**config.mk**
```make
export PLATFORM = sky130hd
export DESIGN_NAME = ssf_regs
export DESIGN_NICKNAME = d
export VERILOG_FILES = /design/src/hw/ssf_pkg.sv /design/src/hw/ssf_regs.sv
export VERILOG_INCLUDE_DIRS = /design/src /design/src/hw
export SDC_FILE = /design/constraint.sdc
export NUM_CORES = 1
export LEC_CHECK = 0
export BUFFER_PORTS_ARGS = -buffer_cell sky130_fd_sc_hd__buf_2
export CAP_MARGIN = 10
export CORE_MARGIN = 3
export CORE_UTILIZATION = 25
export DETAILED_ROUTE_END_ITERATION = 7
export GPL_ROUTABILITY_DRIVEN = 0
export PLACE_DENSITY_LB_ADDON = 0.25
export SYNTH_ARGS = -nofsm -noshare
export SYNTH_HDL_FRONTEND = slang
export SYNTH_SLANG_ARGS = --single-unit
```
**constraint.sdc**
```tcl
create_clock -name i_clk -period 2.3 [get_ports i_clk]
set_clock_uncertainty 0.05 [all_clocks]
set_input_delay 0.345 -clock i_clk [delete_from_list [all_inputs] [get_ports i_clk]]
set_output_delay 0.345 -clock i_clk [all_outputs]
set_load 0.005 [all_outputs]
```
**src/hw/ssf_defs.svh**
```systemverilog
// socket state / force event register constants
// assumes a 32-bit word bus, byte addresses
`ifndef SSF_DEFS_SVH
`define SSF_DEFS_SVH

`define SSF_ADDR_W 8
`define SSF_OFF_PRESENT 8'h08
`define SSF_OFF_FORCE 8'h0C

// present-state and force-event bit positions
`define SSF_B_CAP_Y 31
`define SSF_B_CAP_X 30
`define SSF_B_CAP_LOW 29
`define SSF_B_CAP_HIGH 28
`define SSF_B_VIDEO 27
`define SSF_B_REPROBE 14
`define SSF_B_VOLT_HI 13
`define SSF_B_VOLT_LO 10
`define SSF_B_BADREQ 9
`define SSF_B_LOSS 8
`define SSF_B_UNREC 7
`define SSF_B_READY 6
`define SSF_B_WIDE 5
`define SSF_B_NARROW 4
`define SSF_B_POWER 3
`define SSF_B_DET_B 2
`define SSF_B_DET_A 1
`define SSF_B_STS 0

// reset values
`define SSF_RST_VIDEO 1'b0
`define SSF_RST_VOLT 4'h0
`define SSF_RST_FLAG 1'b0
`define SSF_RST_DET 2'h3
`define SSF_RST_AUTO_PWR 1'b1

// bus responses
`define SSF_RESP_OKAY 2'h0
`define SSF_RESP_SLVERR 2'h2

`endif

```
**src/hw/ssf_pkg.sv**
```systemverilog
// types shared by the socket state / force event block
// assumes nothing beyond the constants header
package ssf_pkg;

  // results of one card interrogation, valid with the done pulse
  typedef struct packed {
    logic unrecognized;
    logic wide_bus;
    logic narrow;
    logic [3:0] volt;
  } ssf_probe_type;

  // load of the low event bits of the socket event register
  typedef struct packed {
    logic wr;
    logic power_change_event;
    logic detect_b_event;
    logic detect_a_event;
    logic status_change_event;
  } ssf_evt_force_type;

  // socket pin levels, synchronous to the clock
  typedef struct packed {
    logic detect_pin_a;
    logic detect_pin_b;
    logic card_status_change_pin;
    logic ready_irq_pin;
  } ssf_pins_type;

endpackage

```
**src/hw/ssf_regs.sv**
```systemverilog
// socket present-state and force-event registers behind an AXI4-Lite slave
// assumes pins are synchronous to i_clk; the event register, power
// control and the interrogation sequencer live outside this block
// Operation
// - removal with unfinished cycle or buffered writes sets the loss flag
// - unrecognized card sets flag; held until a valid card arrives
// - bit 6 mirrors the live ready/interrupt pin level
// - wide and narrow card flags set by interrogation, held until next recognized card
// - bit 3 shows socket powered up (1) or down (0)
// - bits 2,1 mirror detect pins, frozen during interrogation
// - bit 0 mirrors the live status-change pin level
// - reserved force-event bits always read zero
// - force bit 27 loads the video support bit
// - force bit 14 re-interrogates, refreshes state, re-enables auto power
// - force bits 13..10 load voltage bits; a one disables auto power
// - force bit 9 loads the invalid supply request bit
// - force bits 8,7,5,4 load loss, unrecognized, wide and narrow flags
// - force bit 3 loads the power event, power state untouched
// - force bits 2,1 load detect events, detect levels untouched
// - force bit 0 loads the status event, live level untouched
// - force register only writes through; it stores nothing itself
// - voltage bits refresh at each interrogation done, card type bits only for a recognized card, re-interrogation included
`timescale 1ns/1ps
`default_nettype none
`include "ssf_defs.svh"

module ssf_regs (
  input wire logic i_clk,
  input wire logic i_rst_n,
  // AXI4-Lite slave
  input wire logic [`SSF_ADDR_W-1:0] i_s_axi_awaddr,
  input wire logic [2:0] i_s_axi_awprot,
  input wire logic i_s_axi_awvalid,
  output logic o_s_axi_awready,
  input wire logic [31:0] i_s_axi_wdata,
  input wire logic [3:0] i_s_axi_wstrb,
  input wire logic i_s_axi_wvalid,
  output logic o_s_axi_wready,
  output logic [1:0] o_s_axi_bresp,
  output logic o_s_axi_bvalid,
  input wire logic i_s_axi_bready,
  input wire logic [`SSF_ADDR_W-1:0] i_s_axi_araddr,
  input wire logic [2:0] i_s_axi_arprot,
  input wire logic i_s_axi_arvalid,
  output logic o_s_axi_arready,
  output logic [31:0] o_s_axi_rdata,
  output logic [1:0] o_s_axi_rresp,
  output logic o_s_axi_rvalid,
  input wire logic i_s_axi_rready,
  // socket side
  input wire ssf_pkg::ssf_pins_type i_pins,
  input wire logic i_socket_powered,
  input wire logic i_high_volt_disable,
  input wire logic i_card_removed,
  input wire logic i_cycle_pending,
  input wire logic i_write_buffered,
  input wire logic i_invalid_supply_req,
  input wire logic i_probe_busy,
  input wire logic i_probe_done,
  input wire ssf_pkg::ssf_probe_type i_probe,
  output logic o_reinterrogate,
  output logic o_auto_power_en,
  output ssf_pkg::ssf_evt_force_type o_evt_force
);

  // write and read channel holding state
  logic aw_full_q;
  logic w_full_q;
  logic [`SSF_ADDR_W-1:0] awaddr_q;
  logic [31:0] wdata_q;
  logic [3:0] wstrb_q;
  logic bvalid_q;
  logic [1:0] bresp_q;
  logic arready;
  logic rvalid_q;
  logic [1:0] rresp_q;
  logic [31:0] rdata_q;
  logic wr_fire;
  logic wr_force;
  logic [31:0] rd_word;
  // handshakes and address decode shared by the channel logic
  logic aw_take;
  logic w_take;
  logic ar_take;
  logic aw_hit_force;
  logic ar_hit_present;
  logic ar_hit_force;

  // socket state
  logic video_q;
  logic [3:0] volt_q;
  logic badreq_q;
  logic loss_q;
  logic unrec_q;
  logic wide_q;
  logic narrow_q;
  logic [1:0] det_q;
  logic auto_pwr_q;
  logic reprobe_q;
  ssf_pkg::ssf_evt_force_type evt_q;

  // byte lane qualified write enables into force-event fields
  logic ld_video;
  logic ld_hi;
  logic ld_lo;
  logic reprobe_req;
  logic volt_force_on;

  // awprot and arprot carry no meaning for this block
  assign o_s_axi_awready = !aw_full_q && !bvalid_q;
  assign o_s_axi_wready = !w_full_q && !bvalid_q;
  assign arready = !rvalid_q;
  assign o_s_axi_arready = arready;
  assign o_s_axi_bvalid = bvalid_q;
  assign o_s_axi_bresp = bresp_q;
  assign o_s_axi_rvalid = rvalid_q;
  assign o_s_axi_rresp = rresp_q;
  assign o_s_axi_rdata = rdata_q;

  // address and data may arrive in either order; commit once both held
  assign aw_take = i_s_axi_awvalid && o_s_axi_awready;
  assign w_take = i_s_axi_wvalid && o_s_axi_wready;
  assign ar_take = i_s_axi_arvalid && arready;
  assign aw_hit_force = (awaddr_q == `SSF_OFF_FORCE);
  assign ar_hit_present = (i_s_axi_araddr == `SSF_OFF_PRESENT);
  assign ar_hit_force = (i_s_axi_araddr == `SSF_OFF_FORCE);
  assign wr_fire = aw_full_q && w_full_q && !bvalid_q;
  assign wr_force = wr_fire && aw_hit_force;
  assign ld_video = wr_force && wstrb_q[3];
  assign ld_hi = wr_force && wstrb_q[1];
  assign ld_lo = wr_force && wstrb_q[0];
  assign reprobe_req = ld_hi && wdata_q[`SSF_B_REPROBE];
  assign volt_force_on =
    ld_hi && (|wdata_q[`SSF_B_VOLT_HI:`SSF_B_VOLT_LO]);

  // readiness drops while held, so a later beat never overwrites one
  always_ff @(posedge i_clk or negedge i_rst_n) begin
    if (!i_rst_n) begin
      aw_full_q <= 1'b0;
    end else if (wr_fire) begin
      aw_full_q <= 1'b0;
    end else if (aw_take) begin
      aw_full_q <= 1'b1;
    end
  end

  always_ff @(posedge i_clk or negedge i_rst_n) begin
    if (!i_rst_n) begin
      awaddr_q <= '0;
    end else if (aw_take) begin
      awaddr_q <= i_s_axi_awaddr;
    end
  end

  always_ff @(posedge i_clk or negedge i_rst_n) begin
    if (!i_rst_n) begin
      w_full_q <= 1'b0;
    end else if (wr_fire) begin
      w_full_q <= 1'b0;
    end else if (w_take) begin
      w_full_q <= 1'b1;
    end
  end

  // data only loads with its own handshake
  always_ff @(posedge i_clk or negedge i_rst_n) begin
    if (!i_rst_n) begin
      wdata_q <= '0;
      wstrb_q <= '0;
    end else if (w_take) begin
      wdata_q <= i_s_axi_wdata;
      wstrb_q <= i_s_axi_wstrb;
    end
  end

  always_ff @(posedge i_clk or negedge i_rst_n) begin
    if (!i_rst_n) begin
      bvalid_q <= 1'b0;
    end else if (wr_fire) begin
      bvalid_q <= 1'b1;
    end else if (i_s_axi_bready) begin
      bvalid_q <= 1'b0;
    end
  end

  // the present-state register is read-only: writes to it are refused
  always_ff @(posedge i_clk or negedge i_rst_n) begin
    if (!i_rst_n) begin
      bresp_q <= `SSF_RESP_OKAY;
    end else if (wr_fire) begin
      bresp_q <= aw_hit_force ? `SSF_RESP_OKAY : `SSF_RESP_SLVERR;
    end
  end

  // read word; live pins sampled at the address handshake
  always_comb begin
    rd_word = '0;
    rd_word[`SSF_B_CAP_Y] = 1'b0;
    rd_word[`SSF_B_CAP_X] = 1'b0;
    rd_word[`SSF_B_CAP_LOW] = 1'b1;
    rd_word[`SSF_B_CAP_HIGH] = !i_high_volt_disable;
    rd_word[`SSF_B_VIDEO] = video_q;
    rd_word[`SSF_B_VOLT_HI:`SSF_B_VOLT_LO] = volt_q;
    rd_word[`SSF_B_BADREQ] = badreq_q;
    rd_word[`SSF_B_LOSS] = loss_q;
    rd_word[`SSF_B_UNREC] = unrec_q;
    rd_word[`SSF_B_READY] = i_pins.ready_irq_pin;
    rd_word[`SSF_B_WIDE] = wide_q;
    rd_word[`SSF_B_NARROW] = narrow_q;
    rd_word[`SSF_B_POWER] = i_socket_powered;
    rd_word[`SSF_B_DET_B] = det_q[1];
    rd_word[`SSF_B_DET_A] = det_q[0];
    rd_word[`SSF_B_STS] = i_pins.card_status_change_pin;
  end

  always_ff @(posedge i_clk or negedge i_rst_n) begin
    if (!i_rst_n) begin
      rvalid_q <= 1'b0;
    end else if (ar_take) begin
      rvalid_q <= 1'b1;
    end else if (i_s_axi_rready) begin
      rvalid_q <= 1'b0;
    end
  end

  // word and response held steady until the master takes them
  always_ff @(posedge i_clk or negedge i_rst_n) begin
    if (!i_rst_n) begin
      rresp_q <= `SSF_RESP_OKAY;
      rdata_q <= '0;
    end else if (ar_take) begin
      if (ar_hit_present) begin
        rresp_q <= `SSF_RESP_OKAY;
        rdata_q <= rd_word;
      end else if (ar_hit_force) begin
        // nothing stored behind the force port, so it reads zero
        rresp_q <= `SSF_RESP_OKAY;
        rdata_q <= '0;
      end else begin
        rresp_q <= `SSF_RESP_SLVERR;
        rdata_q <= '0;
      end
    end
  end

  // capability-type bits written through the force port
  always_ff @(posedge i_clk or negedge i_rst_n) begin
    if (!i_rst_n) begin
      video_q <= `SSF_RST_VIDEO;
    end else if (ld_video) begin
      video_q <= wdata_q[`SSF_B_VIDEO];
    end
  end

  always_ff @(posedge i_clk or negedge i_rst_n) begin
    if (!i_rst_n) begin
      volt_q <= `SSF_RST_VOLT;
    end else if (ld_hi) begin
      volt_q <= wdata_q[`SSF_B_VOLT_HI:`SSF_B_VOLT_LO];
    end else if (i_probe_done) begin
      volt_q <= i_probe.volt;
    end
  end

  // power control flags the request; a forced write overrides it
  always_ff @(posedge i_clk or negedge i_rst_n) begin
    if (!i_rst_n) begin
      badreq_q <= `SSF_RST_FLAG;
    end else if (ld_hi) begin
      badreq_q <= wdata_q[`SSF_B_BADREQ];
    end else if (i_invalid_supply_req) begin
      badreq_q <= 1'b1;
    end
  end

  // a removal that may lose data wins over the forced value and the
  // clear at insertion, so the event is never dropped
  always_ff @(posedge i_clk or negedge i_rst_n) begin
    if (!i_rst_n) begin
      loss_q <= `SSF_RST_FLAG;
    end else if (i_card_removed && (i_cycle_pending || i_write_buffered)) begin
      loss_q <= 1'b1;
    end else if (ld_hi) begin
      loss_q <= wdata_q[`SSF_B_LOSS];
    end else if (i_probe_done) begin
      loss_q <= 1'b0;
    end
  end

  // once set, only a valid card (or software) clears it
  always_ff @(posedge i_clk or negedge i_rst_n) begin
    if (!i_rst_n) begin
      unrec_q <= `SSF_RST_FLAG;
    end else if (ld_lo) begin
      unrec_q <= wdata_q[`SSF_B_UNREC];
    end else if (i_probe_done) begin
      unrec_q <= i_probe.unrecognized;
    end
  end

  always_ff @(posedge i_clk or negedge i_rst_n) begin
    if (!i_rst_n) begin
      wide_q <= `SSF_RST_FLAG;
    end else if (ld_lo) begin
      wide_q <= wdata_q[`SSF_B_WIDE];
    end else if (i_probe_done && !i_probe.unrecognized) begin
      wide_q <= i_probe.wide_bus;
    end
  end

  // an unrecognized card leaves the last valid card type in place
  always_ff @(posedge i_clk or negedge i_rst_n) begin
    if (!i_rst_n) begin
      narrow_q <= `SSF_RST_FLAG;
    end else if (ld_lo) begin
      narrow_q <= wdata_q[`SSF_B_NARROW];
    end else if (i_probe_done && !i_probe.unrecognized) begin
      narrow_q <= i_probe.narrow;
    end
  end

  // detect levels freeze while the sequencer drives the detect lines;
  // force bits 2,1 never reach here
  always_ff @(posedge i_clk or negedge i_rst_n) begin
    if (!i_rst_n) begin
      det_q <= `SSF_RST_DET;
    end else if (!i_probe_busy) begin
      det_q <= {i_pins.detect_pin_b, i_pins.detect_pin_a};
    end
  end

  // forcing a voltage means software owns the power decision;
  // a disable in the same write beats the re-enable
  always_ff @(posedge i_clk or negedge i_rst_n) begin
    if (!i_rst_n) begin
      auto_pwr_q <= `SSF_RST_AUTO_PWR;
    end else if (volt_force_on) begin
      auto_pwr_q <= 1'b0;
    end else if (reprobe_req) begin
      auto_pwr_q <= 1'b1;
    end
  end

  always_ff @(posedge i_clk or negedge i_rst_n) begin
    if (!i_rst_n) begin
      reprobe_q <= 1'b0;
    end else begin
      reprobe_q <= reprobe_req;
    end
  end

  // event loads pass straight to the event register; the power state,
  // detect and status levels here stay untouched
  always_ff @(posedge i_clk or negedge i_rst_n) begin
    if (!i_rst_n) begin
      evt_q <= '0;
    end else begin
      evt_q.wr <= ld_lo;
      evt_q.power_change_event <= wdata_q[`SSF_B_POWER];
      evt_q.detect_b_event <= wdata_q[`SSF_B_DET_B];
      evt_q.detect_a_event <= wdata_q[`SSF_B_DET_A];
      evt_q.status_change_event <= wdata_q[`SSF_B_STS];
    end
  end

  assign o_reinterrogate = reprobe_q;
  assign o_auto_power_en = auto_pwr_q;
  assign o_evt_force = evt_q;

endmodule

`default_nettype wire

```
==> results.md <==
| Group | Parameter | Value |
|:---|:---|:---|
| global route | Total Routing Usage GR | 10.2% |
| power and ir drop | Power Dens Cells | 1080 nW/µm² |
| floorplan | Initial standard-cell utilization of the core | 25.8% |
| finish | Antenna diodes | 0 |
| logic synthesis | Synth cell count leaders | sky130_fd_sc_hd__dfrtp_1, sky130_fd_sc_hd__mux2_2, sky130_fd_sc_hd__buf_4 |
| worst hold path | Hold Crit Start | i_s_axi_bready |
| drt | Iter 0 DRT Violations | 24 |
| cts | CTS Sinks | 68 |
| floorplan | Die span in x | 112 µm |
| drt | Antenna Nets Post-Route | 0 |
| drt | Final routed DRC violation total | 0 |
| floorplan | Std cell rows | 38 |
| logic synthesis | Most used flip-flop cell after synthesis | sky130_fd_sc_hd__dfrtp_1 |
| finish | Storage element area | 1710 µm² |
| drt | Number of iterations in the first detailed-routing pass | 2 |
| global route | Total overflow reported by the global router | 0 |
| cts | Number of H-tree levels | 3 |
| placed design | Count of buffers inserted at the top-level ports | 90 |
| floorplan | Die height | 112 µm |
| global route | Initial antenna violation count | 0 |
| logic synthesis | Yosys reg bits | 68 |
| sta | Hold slack final | 0.144 ns |
| cts | Setup repair bufs after CTS | 0 |
| logic synthesis | Number of enable flip-flop cells after synthesis | 0 |
| cts | Number of buffers inserted during clock tree synthesis | 9 |
| sta | Final sum of negative setup slack | 0 ns |
| logic synthesis | Biggest area contributors in the synthesized netlist | sky130_fd_sc_hd__dfrtp_1, sky130_fd_sc_hd__mux2_2, sky130_fd_sc_hd__buf_4 |
| global route | First-pass GRT wire length | 10.1 mm |
| sta | Number of endpoints failing setup at the final stage | 0 |
| worst setup path | Setup crit end kind | register |
| finish | Layout cells sized above 1 | 56.8% |
| drt | Wirelength per Cell | 13.8 µm |
| finish | Number of nets in the layout | 382 |
| power and ir drop | Static Leak | 1.85 nW |
| cts | Clock latency of the later-clocked register in the worst-skew pair | 0.32 ns |
| global route | Met1 Resource Use GR | 12.8% |
| worst setup path | Critical path class | register to register |
| logic synthesis | Synth Area per Inst | 14.2 µm² |
| drt | Via-to-Cell Ratio | 4.21 |
| finish | Area overhead of the layout relative to synthesis | 33.2% |
| sta | Worst slew slack as a fraction of its limit | 61.3% |
| cts | TritonCTS clock tree | done |
| job | Maximum capacitance violations | 0 |
| worst setup path | Critical Path RT | 2.51 ns |
| sta | Fin. Hold Viols | 0 |
| finish | Filler cell count | 1106 |
| global route | Layer carrying the most global-route usage | met2 |
| floorplan | Standard cell core area | 10900 µm² |
| logic synthesis | Total of warnings raised by yosys | 0 |
| worst setup path | CP max FO | 3 |
| sta | Tightest Pin Transition | 0.581 ns |
| finish | Area used by multi-input combinational logic | 995 µm² |
| worst setup path | Startpoint types | register |
| worst hold path | Path class of the lowest-slack min-delay path | primary input to register |
| global route | Met3 usage | 4.31% |
| sta | Unrepaired setup endpoints after global routing | false |
| logic synthesis | Top cell type by total area after synthesis | sky130_fd_sc_hd__dfrtp_1 |
| logic synthesis | Number of distinct library cell variants in the gate-level netlist after synthesis | 37 |
| global route | Maximum number of pins on one net before global-route repair | 44 |
| worst setup path | Crit. Startpoint | awaddr_q[1] |
| logic synthesis | Share of synthesized area occupied by flip-flops and latches | 60.4% |
| cts | Longest Clk Path Bufs | 2 |
| logic synthesis | Synthesized netlist cell count | 199 |
| power and ir drop | Worst voltage drop across the vdd grid | 0.000544 V |
| logic synthesis | Proportion of netlist area held by the largest area contributor | 57.6% |
| logic synthesis | Netlist Area Pre-Place | 2820 µm² |
| placed design | Detailed Place HPWL | 4.45 mm |
| logic synthesis | Library cell with the highest instance count after synthesis | sky130_fd_sc_hd__dfrtp_1 |
| run status | Result of the run | completed |
| worst setup path | R2R setup slack | 0.57 ns |
| global route | GR Layer Usage met2 | 16.1% |
| worst setup path | Data arrival time of the worst path | 1.94 ns |
| drt | Total wirelength of the detailed-routed design | 6.10 mm |
| sta | Tcrit/Tclk final | 75.2% |
| sta | Final Slew Violations | 0 |
| sta | Fmax | 0.578 GHz |
| logic synthesis | Share of synthesized registers carrying an async set or reset | 100% |
| floorplan | Number of top-level design ports | 132 |
| cts | Clock transition at the register clock pins on the worst setup and hold paths after CTS | 0.06 ns |
| drt | Total number of vias | 1864 |
| floorplan | Area enclosed by the die boundary | 12600 µm² |
| worst setup path | Reg2reg start | awaddr_q[1] |
| global route | Number of global-route vias before repair | 1945 |
| sta | Post-route minimum period | 1.73 ns |
| cts | Root buffer selected by CTS | sky130_fd_sc_hd__clkbuf_16 |
[routing by layer]
layer  vias to the layer above  part of all wire, %
li1                        882                    -
met1                       893                   43
met2                        82                   47
met3                         7                  9.0
met4                         0                  1.2
met5                         -                    0
[area by class of cell]
| type | instances | share of cell area, % |
|---|---|---|
| Clock buffer | 10 | 6.35 |
| Clock inverter | 6 | 2.96 |
| Inverter | 4 | 0.399 |
| Multi-Input combinational cell | 118 | 26.4 |
| Sequential cell | 68 | 45.3 |
| Tap cell | 140 | 4.66 |
| Timing Repair Buffer | 97 | 13.8 |
[what timing repair did]
item                       CTS  global route
hold endpoints to repair    15             0
hold buffers                 1             0
gates resized for setup      0             0
setup endpoints to repair    0             0
[kinds of logic (layout without fill, tap and decap cells)]
family / Yosys count / after routing / synth area share [%]
other: 1 / 17 / 0.133
DFF: 68 / 68 / 60.4
muxes: 44 / 44 / 17.5
buffers and inverters: 29 / 117 / 6.47
and+or+nand+nor: 30 / 30 / 7.53
AOI/OAI and AO/OA: 27 / 27 / 7.93
[where the power goes]
| group | leakage, nW | switching [mW] | internal, mW | total (mW) |
|---|---|---|---|---|
| Sequential | 0.834 | 0.196 | 1.53 | 1.73 |
| Clock | 0.169 | 0.508 | 1.09 | 1.60 |
| Combinational | 0.846 | 0.306 | 0.439 | 0.745 |
[sequential cells by signal, indices dropped and copies added (netlist names)]
| register | count |
|---|---|
| o_evt_force | 5 |
| badreq_q | 1 |
| unrec_q | 1 |
| awaddr_q | 8 |
| o_s_axi_bvalid | 1 |
| wdata_q | 15 |
| video_q | 1 |
| aw_full_q | 1 |
| volt_q | 4 |
| o_s_axi_rvalid | 1 |
| wide_q | 1 |
| o_s_axi_rdata | 17 |
| o_reinterrogate | 1 |
| o_s_axi_rresp | 1 |
| narrow_q | 1 |
| w_full_q | 1 |
| wstrb_q | 3 |
| o_auto_power_en | 1 |
| loss_q | 1 |
| det_q | 2 |
| o_s_axi_bresp | 1 |
[worst paths after layout]
path,endpoint,depth (start not counted)
setup / recovery,loss_q,3
hold / removal,o_s_axi_bvalid,2
setup reg to reg,loss_q,3
hold reg to reg,o_evt_force[1],0
max in group asynchronous,o_auto_power_en,3
min in group asynchronous,awaddr_q[5],2
[stage by stage]
| stage | power [mW] | instances | setup slack, ns | area (µm²) | util (%) |
|---|---|---|---|---|---|
| final | 4.07 | 443 | 0.571 | 3760 | 34.4 |
| after floorplan | 2.24 | 215 | 0.621 | 2880 | - |
| after CTS | 4.16 | 443 | 0.501 | 3760 | 34.4 |
| after detailed placement | 2.52 | 426 | 0.514 | 3400 | 31.1 |
| after global routing | 4.34 | 443 | 0.430 | 3760 | 34.4 |
| after global placement | 2.49 | 426 | 0.541 | 3400 | 31.1 |
[critical path, cell delays in order (launching register included)]
cell and delay (ns):
sky130_fd_sc_hd__dfrtp_1 0.38, sky130_fd_sc_hd__or4_1 0.61, sky130_fd_sc_hd__o41ai_1 0.50, sky130_fd_sc_hd__a21o_1 0.12
[layout by cell type, fill, tap and decap left out, types with 2 or more instances in the layout]
cell type	netlist	routed
sky130_fd_sc_hd__dfstp_2	3	3
sky130_fd_sc_hd__o21ai_0	4	4
sky130_fd_sc_hd__inv_1	4	4
sky130_fd_sc_hd__a22o_2	9	9
sky130_fd_sc_hd__dfrtp_1	65	65
sky130_fd_sc_hd__a21o_1	2	2
sky130_fd_sc_hd__bufinv_16	0	3
sky130_fd_sc_hd__buf_2	2	89
sky130_fd_sc_hd__buf_4	17	6
sky130_fd_sc_hd__a22o_1	7	7
sky130_fd_sc_hd__mux2_2	43	43
sky130_fd_sc_hd__and2_1	2	2
sky130_fd_sc_hd__nand4_1	2	2
sky130_fd_sc_hd__nor4_1	2	2
sky130_fd_sc_hd__nor2b_1	2	2
sky130_fd_sc_hd__nand2_1	4	4
sky130_fd_sc_hd__conb_1	1	17
sky130_fd_sc_hd__clkbuf_16	0	9
sky130_fd_sc_hd__nor2_1	6	6
Power figures use the tool's default switching activity.
